<file path="src/prm_map.vh">
`ifndef PRM_MAP_VH
`define PRM_MAP_VH
// register byte offsets
`define PRM_OFS_PORTE_DATA   12'h000
`define PRM_OFS_PORTE_DIR    12'h004
`define PRM_OFS_PORTT_DATA   12'h008
`define PRM_OFS_PORTT_DIR    12'h00C
`define PRM_OFS_PORTS_DATA   12'h010
`define PRM_OFS_PORTS_DIR    12'h014
`define PRM_OFS_PORTP_DATA   12'h018
`define PRM_OFS_PORTP_DIR    12'h01C
`define PRM_OFS_PORTA_DATA   12'h020
`define PRM_OFS_PORTA_DIR    12'h024
`define PRM_OFS_PULL_EN      12'h028
`define PRM_OFS_PULL_UP      12'h02C
`define PRM_OFS_MISC_CTRL    12'h030
`define PRM_OFS_ROUTE        12'h034
`define PRM_OFS_INT_FLAG     12'h038
`define PRM_OFS_INT_MASK     12'h03C
`define PRM_OFS_INT_EDGE     12'h040
`define PRM_OFS_PIN_IN       12'h044
`define PRM_OFS_STATUS       12'h048
// pull register packing: t[3:0] s[9:4] p[15:10] ad[21:16]
`define PRM_PULL_T_LSB       0
`define PRM_PULL_S_LSB       4
`define PRM_PULL_P_LSB       10
`define PRM_PULL_A_LSB       16
// misc control fields
`define PRM_MISC_PE_PULL     0
`define PRM_MISC_DBG_PULL    1
`define PRM_MISC_OPEN_DRAIN  2
`define PRM_MISC_REDUCED_DRV 8
`define PRM_MISC_CLK_OUT     9
`define PRM_MISC_OSC_EN      10
// route fields
`define PRM_RT_SPI_T         0
`define PRM_RT_LIN_T         1
`define PRM_RT_LINDRV_T1     2
`define PRM_RT_SCI0_T        3
// interrupt packing: p[5:0] l[9:6] ad[15:10]
`define PRM_INT_W            16
// reset values
`define PRM_RST_MISC         11'h003
`define PRM_RST_PULL_EN      22'h000000
`define PRM_RST_PULL_UP      22'h000000
// glitch filter length in bus cycles
`define PRM_FILT_CYC         4
`endif

</file>
<file path="src/prm_pin_routing.v">
`timescale 1ns/100ps
`include "prm_map.vh"

// Function
// - shared pin output from highest ranked function
// - routed functions used only when routing selects
// - debug pin samples mode level during reset
// - debug pin is bidirectional single wire
// - port E GPIO; oscillator overrides
// - port T GPIO; routed SPI/LIN above timer
// - T1 order lindrv, sci0 tx, pulse_chan7, tim1, gpio
// - T0 order sci0 rx, pulse_chan6, tim0, gpio
// - data and direction per pin
// - per pin pull enable and polarity
// - port-wide port E and debug pullups
// - port S open-drain mode
// - reduced drive on port P high-current pins
// - sticky per pin interrupt flags P L AD
// - glitch filter on interrupt inputs
// - bus clock output gate bit
module prm_pin_routing #(
    parameter FILT_CYC = `PRM_FILT_CYC
) (
    input  wire        CORE_CLK_I,
    input  wire        RESET_N_I,
    // apb slave
    input  wire        PSEL_I,
    input  wire        PENABLE_I,
    input  wire        PWRITE_I,
    input  wire [11:0] PADDR_I,
    input  wire [31:0] PWDATA_I,
    output reg  [31:0] PRDATA_O,
    output reg         PREADY_O,
    output reg         PSLVERR_O,
    output reg         IRQ_O,
    // peripheral side
    input  wire        BUS_CLK_EN_I,
    input  wire        DBG_OUT_I,
    input  wire        DBG_OE_I,
    output reg         DBG_IN_O,
    output reg         MODE_SELECT_SAMPLE_O,
    input  wire        OSC_ACTIVE_I,
    input  wire [3:0]  TIMER_OUT_I,
    input  wire [3:0]  TIMER_OE_I,
    output reg  [3:0]  TIMER_IN_O,
    input  wire        SPI_SS_OUT_I,
    input  wire        SPI_SS_OE_I,
    input  wire        SPI_SCK_OUT_I,
    input  wire        SPI_SCK_OE_I,
    output reg         LIN_PHY_TX_O,
    input  wire        LIN_PHY_RX_I,
    input  wire        LIN_DRIVER_REG_BIT_I,
    input  wire        SERIAL0_TX_I,
    output reg         SERIAL0_RX_O,
    input  wire        PULSE_CHAN7_I,
    input  wire        PULSE_CHAN6_I,
    input  wire        PULSE_CHAN7_EN_I,
    input  wire        PULSE_CHAN6_EN_I,
    // pins
    input  wire        DBG_PIN_I,
    output reg         DBG_PIN_O,
    output reg         DBG_PIN_OE_O,
    output reg         DBG_PIN_PULL_O,
    input  wire [1:0]  PE_PIN_I,
    output reg  [1:0]  PE_PIN_O,
    output reg  [1:0]  PE_PIN_OE_O,
    output reg  [1:0]  PE_PULL_EN_O,
    input  wire [3:0]  PT_PIN_I,
    output reg  [3:0]  PT_PIN_O,
    output reg  [3:0]  PT_PIN_OE_O,
    input  wire [5:0]  PS_PIN_I,
    output reg  [5:0]  PS_PIN_O,
    output reg  [5:0]  PS_PIN_OE_O,
    input  wire [5:0]  PP_PIN_I,
    output reg  [5:0]  PP_PIN_O,
    output reg  [5:0]  PP_PIN_OE_O,
    output reg         PP_REDUCED_DRV_O,
    input  wire [3:0]  PL_PIN_I,
    input  wire [5:0]  PA_PIN_I,
    output reg  [5:0]  PA_PIN_O,
    output reg  [5:0]  PA_PIN_OE_O,
    output reg  [21:0] PULL_EN_O,
    output reg  [21:0] PULL_UP_O,
    output reg         CLK_OUT_PIN_O,
    output reg         CLK_OUT_OE_O
);

    // register storage
    reg  [1:0]  porte_gp_data_reg;
    reg  [1:0]  porte_dir_reg;
    reg  [3:0]  portt_gp_data_reg;
    reg  [3:0]  portt_dir_reg;
    reg  [5:0]  ports_data_reg;
    reg  [5:0]  ports_dir_reg;
    reg  [5:0]  portp_data_reg;
    reg  [5:0]  portp_dir_reg;
    reg  [5:0]  porta_data_reg;
    reg  [5:0]  porta_dir_reg;
    reg  [21:0] pull_en_reg;
    reg  [21:0] pull_up_reg;
    reg  [10:0] misc_reg;
    reg  [3:0]  route_reg;
    reg  [15:0] int_flag_reg;
    reg  [15:0] int_mask_reg;
    reg  [15:0] int_edge_reg;
    reg         in_reset_reg;

    // synchronisers for all pin inputs
    reg  [28:0] sync1_reg;
    reg  [28:0] sync2_reg;
    wire [28:0] pin_raw = {DBG_PIN_I, PE_PIN_I, PT_PIN_I, PS_PIN_I,
                           PL_PIN_I, PP_PIN_I, PA_PIN_I};
    wire [5:0]  pa_sync = sync2_reg[5:0];
    wire [5:0]  pp_sync = sync2_reg[11:6];
    wire [3:0]  pl_sync = sync2_reg[15:12];
    wire [5:0]  ps_sync = sync2_reg[21:16];
    wire [3:0]  pt_sync = sync2_reg[25:22];
    wire        dbg_sync = sync2_reg[28];

    // glitch filter state per interrupt pin
    reg  [15:0] filt_val_reg;
    reg  [15:0] filt_prev_reg;
    reg  [2:0]  filt_cnt_reg [0:15];
    wire [15:0] int_raw = {pa_sync, pl_sync, pp_sync};

    wire        wr_en = PSEL_I & PENABLE_I & PWRITE_I;
    wire        rd_en = PSEL_I & ~PENABLE_I & ~PWRITE_I;
    reg  [31:0] rd_next;
    reg         err_next;
    reg  [15:0] int_event;
    reg  [3:0]  pt_o_next;
    reg  [3:0]  pt_oe_next;
    integer     i;
    integer     j;
    integer     k;

    // two flop synchroniser, free of reset so the mode level
    // on the debug pin is already sampled when reset lifts
    always @(posedge CORE_CLK_I) begin
        sync1_reg <= pin_raw;
        sync2_reg <= sync1_reg;
    end

    // glitch filter: level must hold FILT_CYC cycles
    always @(posedge CORE_CLK_I or negedge RESET_N_I) begin
        if (!RESET_N_I) begin
            filt_val_reg  <= 16'h0000;
            filt_prev_reg <= 16'h0000;
            for (i = 0; i < 16; i = i + 1) begin
                filt_cnt_reg[i] <= 3'h0;
            end
        end else begin
            filt_prev_reg <= filt_val_reg;
            for (i = 0; i < 16; i = i + 1) begin
                if (int_raw[i] == filt_val_reg[i]) begin
                    filt_cnt_reg[i] <= 3'h0;
                end else if (filt_cnt_reg[i] == FILT_CYC[2:0] - 3'h1) begin
                    filt_cnt_reg[i] <= 3'h0;
                    filt_val_reg[i] <= int_raw[i];
                end else begin
                    filt_cnt_reg[i] <= filt_cnt_reg[i] + 3'h1;
                end
            end
        end
    end

    // edge select: 1 rising, 0 falling
    always @* begin
        int_event = (int_edge_reg & filt_val_reg & ~filt_prev_reg)
                  | (~int_edge_reg & ~filt_val_reg & filt_prev_reg);
    end

    // register writes and sticky flags
    always @(posedge CORE_CLK_I or negedge RESET_N_I) begin
        if (!RESET_N_I) begin
            porte_gp_data_reg <= 2'h0;
            porte_dir_reg     <= 2'h0;
            portt_gp_data_reg <= 4'h0;
            portt_dir_reg     <= 4'h0;
            ports_data_reg    <= 6'h00;
            ports_dir_reg     <= 6'h00;
            portp_data_reg    <= 6'h00;
            portp_dir_reg     <= 6'h00;
            porta_data_reg    <= 6'h00;
            porta_dir_reg     <= 6'h00;
            pull_en_reg       <= `PRM_RST_PULL_EN;
            pull_up_reg       <= `PRM_RST_PULL_UP;
            misc_reg          <= `PRM_RST_MISC;
            route_reg         <= 4'h0;
            int_flag_reg      <= 16'h0000;
            int_mask_reg      <= 16'h0000;
            int_edge_reg      <= 16'h0000;
        end else begin
            if (wr_en) begin
                case (PADDR_I)
                    `PRM_OFS_PORTE_DATA: porte_gp_data_reg <= PWDATA_I[1:0];
                    `PRM_OFS_PORTE_DIR:  porte_dir_reg     <= PWDATA_I[1:0];
                    `PRM_OFS_PORTT_DATA: portt_gp_data_reg <= PWDATA_I[3:0];
                    `PRM_OFS_PORTT_DIR:  portt_dir_reg     <= PWDATA_I[3:0];
                    `PRM_OFS_PORTS_DATA: ports_data_reg    <= PWDATA_I[5:0];
                    `PRM_OFS_PORTS_DIR:  ports_dir_reg     <= PWDATA_I[5:0];
                    `PRM_OFS_PORTP_DATA: portp_data_reg    <= PWDATA_I[5:0];
                    `PRM_OFS_PORTP_DIR:  portp_dir_reg     <= PWDATA_I[5:0];
                    `PRM_OFS_PORTA_DATA: porta_data_reg    <= PWDATA_I[5:0];
                    `PRM_OFS_PORTA_DIR:  porta_dir_reg     <= PWDATA_I[5:0];
                    `PRM_OFS_PULL_EN:    pull_en_reg       <= PWDATA_I[21:0];
                    `PRM_OFS_PULL_UP:    pull_up_reg       <= PWDATA_I[21:0];
                    `PRM_OFS_MISC_CTRL:  misc_reg          <= PWDATA_I[10:0];
                    `PRM_OFS_ROUTE:      route_reg         <= PWDATA_I[3:0];
                    `PRM_OFS_INT_MASK:   int_mask_reg      <= PWDATA_I[15:0];
                    `PRM_OFS_INT_EDGE:   int_edge_reg      <= PWDATA_I[15:0];
                    default: ;
                endcase
            end
            // write one to clear, new event wins
            if (wr_en && PADDR_I == `PRM_OFS_INT_FLAG) begin
                int_flag_reg <= (int_flag_reg & ~PWDATA_I[15:0]) | int_event;
            end else begin
                int_flag_reg <= int_flag_reg | int_event;
            end
        end
    end

    // read mux, captured in setup phase
    always @* begin
        rd_next  = 32'h00000000;
        err_next = 1'b0;
        case (PADDR_I)
            `PRM_OFS_PORTE_DATA: rd_next = {30'h0, porte_gp_data_reg};
            `PRM_OFS_PORTE_DIR:  rd_next = {30'h0, porte_dir_reg};
            `PRM_OFS_PORTT_DATA: rd_next = {28'h0, portt_gp_data_reg};
            `PRM_OFS_PORTT_DIR:  rd_next = {28'h0, portt_dir_reg};
            `PRM_OFS_PORTS_DATA: rd_next = {26'h0, ports_data_reg};
            `PRM_OFS_PORTS_DIR:  rd_next = {26'h0, ports_dir_reg};
            `PRM_OFS_PORTP_DATA: rd_next = {26'h0, portp_data_reg};
            `PRM_OFS_PORTP_DIR:  rd_next = {26'h0, portp_dir_reg};
            `PRM_OFS_PORTA_DATA: rd_next = {26'h0, porta_data_reg};
            `PRM_OFS_PORTA_DIR:  rd_next = {26'h0, porta_dir_reg};
            `PRM_OFS_PULL_EN:    rd_next = {10'h0, pull_en_reg};
            `PRM_OFS_PULL_UP:    rd_next = {10'h0, pull_up_reg};
            `PRM_OFS_MISC_CTRL:  rd_next = {21'h0, misc_reg};
            `PRM_OFS_ROUTE:      rd_next = {28'h0, route_reg};
            `PRM_OFS_INT_FLAG:   rd_next = {16'h0, int_flag_reg};
            `PRM_OFS_INT_MASK:   rd_next = {16'h0, int_mask_reg};
            `PRM_OFS_INT_EDGE:   rd_next = {16'h0, int_edge_reg};
            `PRM_OFS_PIN_IN:     rd_next = {3'h0, sync2_reg};
            `PRM_OFS_STATUS:     rd_next = {31'h0, MODE_SELECT_SAMPLE_O};
            default:             err_next = 1'b1;
        endcase
    end

    // apb answer: no wait state, ready and data in first access cycle
    always @(posedge CORE_CLK_I or negedge RESET_N_I) begin
        if (!RESET_N_I) begin
            PRDATA_O  <= 32'h00000000;
            PREADY_O  <= 1'b0;
            PSLVERR_O <= 1'b0;
            IRQ_O     <= 1'b0;
        end else begin
            PREADY_O  <= PSEL_I & ~PENABLE_I;
            PSLVERR_O <= PSEL_I & ~PENABLE_I & err_next;
            if (rd_en) begin
                PRDATA_O <= rd_next;
            end
            IRQ_O <= |(int_flag_reg & int_mask_reg);
        end
    end

    // port T muxing, highest ranked active function first
    always @* begin
        for (j = 0; j < 4; j = j + 1) begin
            pt_oe_next[j] = TIMER_OE_I[j] | portt_dir_reg[j];
            pt_o_next[j]  = TIMER_OE_I[j] ? TIMER_OUT_I[j] : portt_gp_data_reg[j];
        end
        // pin 3: routed slave select, then lin transmit input
        if (route_reg[`PRM_RT_SPI_T]) begin
            pt_oe_next[3] = SPI_SS_OE_I;
            pt_o_next[3]  = SPI_SS_OUT_I;
        end else if (route_reg[`PRM_RT_LIN_T]) begin
            pt_oe_next[3] = 1'b0;
            pt_o_next[3]  = 1'b0;
        end
        // pin 2: routed spi clock, then lin receive output
        if (route_reg[`PRM_RT_SPI_T]) begin
            pt_oe_next[2] = SPI_SCK_OE_I;
            pt_o_next[2]  = SPI_SCK_OUT_I;
        end else if (route_reg[`PRM_RT_LIN_T]) begin
            pt_oe_next[2] = 1'b1;
            pt_o_next[2]  = LIN_PHY_RX_I;
        end
        // pin 1 priority chain
        if (route_reg[`PRM_RT_LINDRV_T1]) begin
            pt_oe_next[1] = 1'b1;
            pt_o_next[1]  = LIN_DRIVER_REG_BIT_I;
        end else if (route_reg[`PRM_RT_SCI0_T]) begin
            pt_oe_next[1] = 1'b1;
            pt_o_next[1]  = SERIAL0_TX_I;
        end else if (PULSE_CHAN7_EN_I) begin
            pt_oe_next[1] = 1'b1;
            pt_o_next[1]  = PULSE_CHAN7_I;
        end
        // pin 0 priority chain
        if (route_reg[`PRM_RT_SCI0_T]) begin
            pt_oe_next[0] = 1'b0;
            pt_o_next[0]  = 1'b0;
        end else if (PULSE_CHAN6_EN_I) begin
            pt_oe_next[0] = 1'b1;
            pt_o_next[0]  = PULSE_CHAN6_I;
        end
    end

    // reset window and mode sample capture
    always @(posedge CORE_CLK_I or negedge RESET_N_I) begin
        if (!RESET_N_I) begin
            in_reset_reg         <= 1'b1;
            MODE_SELECT_SAMPLE_O <= 1'b0;
        end else begin
            in_reset_reg <= 1'b0;
            if (in_reset_reg) begin
                MODE_SELECT_SAMPLE_O <= dbg_sync;
            end
        end
    end

    // registered pin drives
    always @(posedge CORE_CLK_I or negedge RESET_N_I) begin
        if (!RESET_N_I) begin
            DBG_PIN_O        <= 1'b0;
            DBG_PIN_OE_O     <= 1'b0;
            DBG_PIN_PULL_O   <= 1'b1;
            DBG_IN_O         <= 1'b1;
            PE_PIN_O         <= 2'h0;
            PE_PIN_OE_O      <= 2'h0;
            PE_PULL_EN_O     <= 2'h3;
            PT_PIN_O         <= 4'h0;
            PT_PIN_OE_O      <= 4'h0;
            PS_PIN_O         <= 6'h00;
            PS_PIN_OE_O      <= 6'h00;
            PP_PIN_O         <= 6'h00;
            PP_PIN_OE_O      <= 6'h00;
            PP_REDUCED_DRV_O <= 1'b0;
            PA_PIN_O         <= 6'h00;
            PA_PIN_OE_O      <= 6'h00;
            PULL_EN_O        <= 22'h000000;
            PULL_UP_O        <= 22'h000000;
            CLK_OUT_PIN_O    <= 1'b0;
            CLK_OUT_OE_O     <= 1'b0;
            TIMER_IN_O       <= 4'h0;
            LIN_PHY_TX_O     <= 1'b1;
            SERIAL0_RX_O     <= 1'b1;
        end else begin
            // debug wire only after reset window
            DBG_PIN_OE_O   <= ~in_reset_reg & DBG_OE_I;
            DBG_PIN_O      <= DBG_OUT_I;
            DBG_IN_O       <= dbg_sync;
            DBG_PIN_PULL_O <= misc_reg[`PRM_MISC_DBG_PULL];
            // oscillator owns port E when active
            PE_PIN_OE_O  <= OSC_ACTIVE_I ? 2'h0 : porte_dir_reg;
            PE_PIN_O     <= porte_gp_data_reg;
            PE_PULL_EN_O <= (misc_reg[`PRM_MISC_PE_PULL] & ~OSC_ACTIVE_I) ? 2'h3 : 2'h0;
            PT_PIN_O     <= pt_o_next;
            PT_PIN_OE_O  <= pt_oe_next;
            TIMER_IN_O   <= pt_sync;
            LIN_PHY_TX_O <= route_reg[`PRM_RT_LIN_T] ? pt_sync[3] : 1'b1;
            SERIAL0_RX_O <= route_reg[`PRM_RT_SCI0_T] ? pt_sync[0] : 1'b1;
            // port S open drain drives low only
            for (k = 0; k < 6; k = k + 1) begin
                if (misc_reg[`PRM_MISC_OPEN_DRAIN + k]) begin
                    PS_PIN_O[k]    <= 1'b0;
                    PS_PIN_OE_O[k] <= ports_dir_reg[k] & ~ports_data_reg[k];
                end else begin
                    PS_PIN_O[k]    <= ports_data_reg[k];
                    PS_PIN_OE_O[k] <= ports_dir_reg[k];
                end
            end
            PP_PIN_O         <= portp_data_reg;
            PP_PIN_OE_O      <= portp_dir_reg;
            PP_REDUCED_DRV_O <= misc_reg[`PRM_MISC_REDUCED_DRV];
            PA_PIN_O         <= porta_data_reg;
            PA_PIN_OE_O      <= porta_dir_reg;
            PULL_EN_O        <= pull_en_reg;
            PULL_UP_O        <= pull_up_reg;
            // clock out pin released while bit clear
            CLK_OUT_OE_O  <= misc_reg[`PRM_MISC_CLK_OUT];
            CLK_OUT_PIN_O <= misc_reg[`PRM_MISC_CLK_OUT] & BUS_CLK_EN_I;
        end
    end

endmodule // prm_pin_routing

</file>
<file path="config.mk">
export PLATFORM = sky130hd
export DESIGN_NAME = prm_pin_routing
export DESIGN_NICKNAME = d
export VERILOG_FILES = /design/src/prm_pin_routing.v
export VERILOG_INCLUDE_DIRS = /design/src /design/src/src
export SDC_FILE = /design/constraint.sdc
export NUM_CORES = 1
export LEC_CHECK = 0
export ABC_AREA = 1
export BUFFER_PORTS_ARGS = -buffer_cell sky130_fd_sc_hd__buf_2
export CAP_MARGIN = 20
export CORE_MARGIN = 2
export CORE_UTILIZATION = 55
export CTS_CLUSTER_SIZE = 40
export DETAILED_ROUTE_END_ITERATION = 12
export PLACE_DENSITY = 0.77
export REMOVE_ABC_BUFFERS = 1
export SLEW_MARGIN = 20
export SYNTH_ARGS = -nofsm -noshare
export SYNTH_HDL_FRONTEND = slang
export SYNTH_SLANG_ARGS = --single-unit
</file>
<file path="constraint.sdc">
create_clock -name CORE_CLK_I -period 1.66 [get_ports CORE_CLK_I]
set_input_delay 0.332 -clock CORE_CLK_I [delete_from_list [all_inputs] [get_ports CORE_CLK_I]]
set_output_delay 0.332 -clock CORE_CLK_I [all_outputs]
set_load 0.02 [all_outputs]
</file>
== Word level (Yosys, flattened, before mapping) ==
Cells that the tools add are included.

* Bits in registers: 437
* Latch bits: 0
* Bits in writable memories: 0
* Memory bits (read-only): 0
* Input port bits: 101
* Output and inout bits: 143
* Word-level logic and storage cells: 313
* Memories kept: 0

* Add/sub/neg operators: 16
* $mul: 0
* Divide/modulo/power cells: 0
* $lt $le $gt $ge: 0
* Eq/ne operators: 50
* Shifts and indexed selects: 0
* Muxes and demuxes: 73
* Bitwise gates (word level): 57
* Reductions and logical operators: 36

{| class="wikitable"
|+ Operators by type and width
! cell !! count
|-
| $pmux W29 S19 || 1
|-
| $and A16 B16 Y16 || 6
|-
| $eq A12 B6 Y1 const B || 8
|-
| $mux W3 || 32
|-
| $not A16 Y16 || 4
|-
| $reduce_and A2 Y1 || 32
|-
| $add A3 B1 Y3 const B || 16
|-
| $eq A12 B5 Y1 const B || 4
|-
| $eq A3 B2 Y1 const B || 16
|-
| $or A16 B16 Y16 || 3
|-
| $mux W1 || 37
|-
| $eq A12 B7 Y1 const B || 3
|-
| $not A1 Y1 || 26
|-
| $eq A12 B4 Y1 const B || 2
|-
| $reduce_or A19 Y1 || 1
|-
| $eq A1 B1 Y1 || 16
|-
| $mux W16 || 1
|-
| $reduce_or A16 Y1 || 1
|-
| $and A1 B1 Y1 || 14
|-
| $eq A12 B3 Y1 const B || 1
|-
| $logic_not A12 Y1 || 1
|-
| $mux W2 || 2
|-
| $or A1 B1 Y1 || 4
|-
| $logic_and A1 B1 Y1 || 1
|}

== Depth between registers and ports, before layout ==
* Depth in word-level cells: 6
* Depth in mapped cells: 13
* Gate-level depth less buffers: 12

== Worst setup path before layout ==
OpenSTA, ideal clock, no wires.

* Path kind: in2reg
* Start point: input PADDR_I[11]
* End point: register int_flag_reg[14]
* Library setup time: 0.138 ns
* Data arrival time: 1.382 ns
* Required time: 1.522 ns
* Setup slack: 0.140 ns
* Stages: 8
* Path buffers: 2
* Cells stage by stage: inv_1 nand2_1 nor2_4 buf_4 nand3_2 buf_2 o21ai_1 o221ai_1

* Cells in the longest elaborated chain, start to end: 3

{| class="wikitable"
|+ RTL lines
! what !! RTL line !! RTL
|-
| from (decl) || prm_pin_routing.v:30 || <nowiki>input wire [11:0] PADDR_I,</nowiki>
|-
| $eq A12 B6 Y1 || n/a ||
|-
| $logic_and A1 B1 Y1 (no source line) || n/a ||
|-
| $mux W16 || prm_pin_routing.v:216 || <nowiki>if (wr_en && PADDR_I == `PRM_OFS_INT_FLAG) begin</nowiki>
|-
| to (signal assigned) || prm_pin_routing.v:217 || <nowiki>int_flag_reg <= (int_flag_reg & ~PWDATA_I[15:0]) | int_event;</nowiki>
|-
| to (signal assigned) || prm_pin_routing.v:219 || <nowiki>int_flag_reg <= int_flag_reg | int_event;</nowiki>
|-
| to (decl) || prm_pin_routing.v:103 || <nowiki>reg [15:0] int_flag_reg;</nowiki>
|}

Every way passes these cells.
A chain may end at the register's enable or synchronous reset.

== Final worst setup path ==
* Start point: register DBG_PIN_PULL_O
* End point: output DBG_PIN_PULL_O

{| class="wikitable"
|+ RTL lines
! what !! RTL line !! RTL
|-
| from (decl) || prm_pin_routing.v:63 || <nowiki>output reg DBG_PIN_PULL_O,</nowiki>
|-
| from (signal assigned) || prm_pin_routing.v:356 || <nowiki>DBG_PIN_PULL_O <= misc_reg[`PRM_MISC_DBG_PULL];</nowiki>
|}

No word-level cell between the ends.

==> results_dict.tcl <==
set metrics [dict create \
    portBuffers 230 \
    antenna_found_initial 0 \
    finalSetupTns_ps 0 \
    globalRouteOverflowTotal 0 \
    finalHoldViolCount 0 \
    finish.net_count 2103 \
    synthToLayoutAreaGrowth_pct 25.6 \
    comb_power_share_pct 8.7 \
    clk_pin_slew_ps 60 \
    post_route_cells_drive_above_1_share_pct 23.2 \
    place.detailed.hpwl_um 30100 \
    max_clock_freq_ghz 0.641 \
    clock_tree_from_tritoncts "yes" \
    number_of_pins_exceeding_their_max_slew_limit_in_the_final_report 0 \
    vdd_ir_drop_max_uv 1050 \
    seq_power_share_pct 49.5 \
    clkLatencyLatePin_ps 560 \
    floorplan.die_area_sq_mm 0.0311 \
    numCtsBuffers 43 \
    preCtsSetupSlack_ps -216 \
    timing.critical_path.depth 1 \
    type_of_the_most_critical_hold_path "input port to flip-flop" \
    maximum_number_of_pins_on_one_net_before_global_route_repair 66 \
    worst_path_cell_trace "buf_2" \
    power_density_mw_per_mm2 1180 \
    design_area_sq_mm 0.0205 \
    hold_fix_buffer_count_after_cts 35 \
    final-instance-count-excl-fill 2411 \
    flip_flop_count_of_the_largest_register_after_layout 48 \
    grt_pass1_wl_um 67900 \
    vias_in_the_first_global_route 12900 \
    switching_pwr_mw 5.89 \
    synth.avg_cell_area_sq_um 10.0 \
    cts_max_path_buffers 3 \
    number_of_unique_standard_cell_types_used_by_synthesis 48 \
    rsz0062_at_grt "false" \
    syn_inst 1629 \
    r2r_setup_slack_ps 190 \
    power.clock.fraction_pct 41.8 \
    max-cap-violations 0 \
    max_slew.worst_pin.slew_ps 524 \
    area_occupied_by_multi_input_gates_sq_mm 0.00500 \
    dpl-instance-area_sq_mm 0.0187 \
    timing_worst_setup_path_type "flip-flop to primary output" \
    final_ws_setup_ps 101 \
    power_report.internal_total_mw 18.3 \
    cts_resized 0 \
    util_after_layout_pct 69.6 \
    placed_cells 2296 \
    mappedNetlistArea_sq_mm 0.0163 \
    critical_path.max_fanout 1 \
    r2r-end "IRQ_O" \
    post-cts-setup-buffer-count 0 \
    final.period_utilization_pct 93.9 \
    timing.critical_path.buf_inv 1 \
    cts_root_buffer "sky130_fd_sc_hd__clkbuf_16" \
    slew_headroom_pct 65.0 \
    worst_setup_path_start_kind "flip-flop" \
    setup.worst_path.end_class "primary output" \
    cp.arrival_ps 1230 \
    hold_slack_ps 25.2 \
    via_count 13000 \
    area.sequential_sq_mm 0.0106 \
    r2r-start "int_flag_reg[14]" \
    synth_seq_area_share_pct 64.6 \
    initialDrtViolationCount 1212 \
    postSynth.topFlopCell "sky130_fd_sc_hd__dfrtp_1" \
    holdPathEnd "PT_PIN_OE_O[1]" \
    start_util_pct 55.4 \
    chipHeight_um 176 \
    io_pins 244 \
    worst_clock_skew_ps 24.1 \
    yosysWarningCount 0 \
    critical_path_rt_ps 1330 \
    setup_viol 0 \
    drt_wl_total_um 43000 \
    period_minus_slack_ps 1560 \
    firstDrtPassIters 5 \
    post_synth_edffs 0 \
    floorplan.die.width_um 176 \
    finalWeightedCongestion 0.906 \
    cts_htree_levels 2 \
    timing.reg2reg.worst_path_depth 4 \
    fin_total_pwr_mw 24.2 \
    outcome "finished clean" \
    cpMaxStageDelayCell "sky130_fd_sc_hd__dfstp_2" \
    min_path_cells 3 \
    synth.ff_latch_count 433 \
    insertedDiodeCount 0 \
    grt_usage_pct 28.0 \
    clkSinkCount 433 \
    worst_path_dominant_cell_family "flip-flops" \
    post_drt_via_cell_ratio 5.37 \
    worst_path_largest_cell_delay_ps 540 \
    drt.antenna.violating_nets 0 \
    synth_async_sr_flop_share_pct 86.6 \
    routedWlPerCell_um 17.8 \
    fill_cells 2170 \
    hold_path_startpoint "TIMER_OE_I[1]" \
    leakage_power_of_the_design_nw 10.5 \
    power_switching_share_pct 24.4 \
    route.detailed.drc 0 \
    design.core.area_sq_mm 0.0295 \
    floorplan.rows 63 \
]
[placed cells by master, fill, tap and decap left out, types with 14 or more instances in the layout]
cell                            instances
sky130_fd_sc_hd__o21ai_0              103
sky130_fd_sc_hd__buf_4                 86
sky130_fd_sc_hd__buf_2                229
sky130_fd_sc_hd__nor3b_1               16
sky130_fd_sc_hd__nand3_1              135
sky130_fd_sc_hd__dlygate4sd3_1         35
sky130_fd_sc_hd__nand2_1              407
sky130_fd_sc_hd__dfrtp_1              367
sky130_fd_sc_hd__buf_12                17
sky130_fd_sc_hd__nor2_1               105
sky130_fd_sc_hd__ha_1                  16
sky130_fd_sc_hd__dfxtp_1               58
sky130_fd_sc_hd__a21oi_1               14
sky130_fd_sc_hd__inv_1                120
sky130_fd_sc_hd__clkbuf_16             43
sky130_fd_sc_hd__xnor2_1               16
sky130_fd_sc_hd__o21ai_1               70
sky130_fd_sc_hd__nor3_1                25
[layer usage]
metal | vias to the layer above | wire length (um) | global-route usage (%)
met3 | 107 | 3010 | 4.33
met5 | - | 0 | 0
li1 | 6030 | - | -
met2 | 547 | 21100 | 46.8
met4 | 0 | 1380 | 10.4
met1 | 6270 | 17500 | 37.4
[power groups by stage]
stage          combinational [mW]  clock, mW  sequential [mW]
6_report                     2.11       10.1             12.0
5_1_grt                      2.44       10.6             12.0
4_1_cts                      2.14       10.2             11.9
3_5_place_dp                 2.04          0             12.1
3_3_place_gp                 1.91          0             12.0
2_1_floorplan                1.27          0             12.0
[logic make-up (layout without fill, tap and decap cells)]
family	count (synthesis)	in the layout	share of synthesized area [%]
muxes	10	10	0.681
buffers and inverters	185	574	4.85
AOI/OAI and AO/OA	238	238	8.15
adders and majority gates	16	16	1.23
xor gates and xnor gates	16	16	0.858
and+or+nand+nor	730	730	19.6
DFF	433	433	64.6
other	1	4	0.0229
[worst max path at each step]
stage	from	endpoint
global route	DBG_PIN_PULL_O	DBG_PIN_PULL_O
global placement	PADDR_I[1]	PRDATA_O[12]
CTS	DBG_PIN_PULL_O	DBG_PIN_PULL_O
detailed placement	PADDR_I[1]	PRDATA_O[12]
finish	DBG_PIN_PULL_O	DBG_PIN_PULL_O
floorplan	PADDR_I[11]	PRDATA_O[4]
[layout make-up]
class	count	share of cell area [%]
clock buffer	63	6.19
clock inverter	17	1.12
inverter	126	2.31
multi-input combinational	1014	24.4
sequential	433	51.4
tap	390	2.38
timing repair buffer	368	12.2
[cells in the mapped netlist, types with 3 or more instances]
master / number / area [sq um]
sky130_fd_sc_hd__clkbuf_1: 14 / 52.6
sky130_fd_sc_hd__nor3_1: 25 / 125
sky130_fd_sc_hd__o221ai_1: 7 / 61.3
sky130_fd_sc_hd__buf_4: 9 / 67.6
sky130_fd_sc_hd__o31ai_1: 4 / 30.0
sky130_fd_sc_hd__xnor2_1: 16 / 140
sky130_fd_sc_hd__inv_1: 120 / 450
sky130_fd_sc_hd__nor2_1: 105 / 394
sky130_fd_sc_hd__nand2_2: 8 / 50.1
sky130_fd_sc_hd__o21ai_2: 5 / 43.8
sky130_fd_sc_hd__nor2_2: 12 / 75.1
sky130_fd_sc_hd__a21oi_1: 14 / 70.1
sky130_fd_sc_hd__o21ai_1: 70 / 350
sky130_fd_sc_hd__nand2_1: 407 / 1530
sky130_fd_sc_hd__a21boi_0: 6 / 45.0
sky130_fd_sc_hd__buf_6: 3 / 33.8
sky130_fd_sc_hd__o211ai_1: 10 / 75.1
sky130_fd_sc_hd__o21ai_0: 103 / 515
sky130_fd_sc_hd__dfrtp_1: 367 / 9180
sky130_fd_sc_hd__dfstp_2: 8 / 210
sky130_fd_sc_hd__nand3_1: 135 / 676
sky130_fd_sc_hd__ha_1: 16 / 200
sky130_fd_sc_hd__nor3b_1: 16 / 120
sky130_fd_sc_hd__nor2_4: 5 / 56.3
sky130_fd_sc_hd__o22ai_1: 7 / 43.8
sky130_fd_sc_hd__nand4_1: 3 / 18.8
sky130_fd_sc_hd__mux2_2: 9 / 101
sky130_fd_sc_hd__buf_2: 31 / 155
sky130_fd_sc_hd__nand2_4: 6 / 67.6
sky130_fd_sc_hd__inv_2: 4 / 15.0
sky130_fd_sc_hd__a221oi_1: 4 / 35.0
sky130_fd_sc_hd__a31oi_1: 3 / 18.8
sky130_fd_sc_hd__dfxtp_1: 58 / 1160
Note: power is estimated with default switching activity, not from simulation.
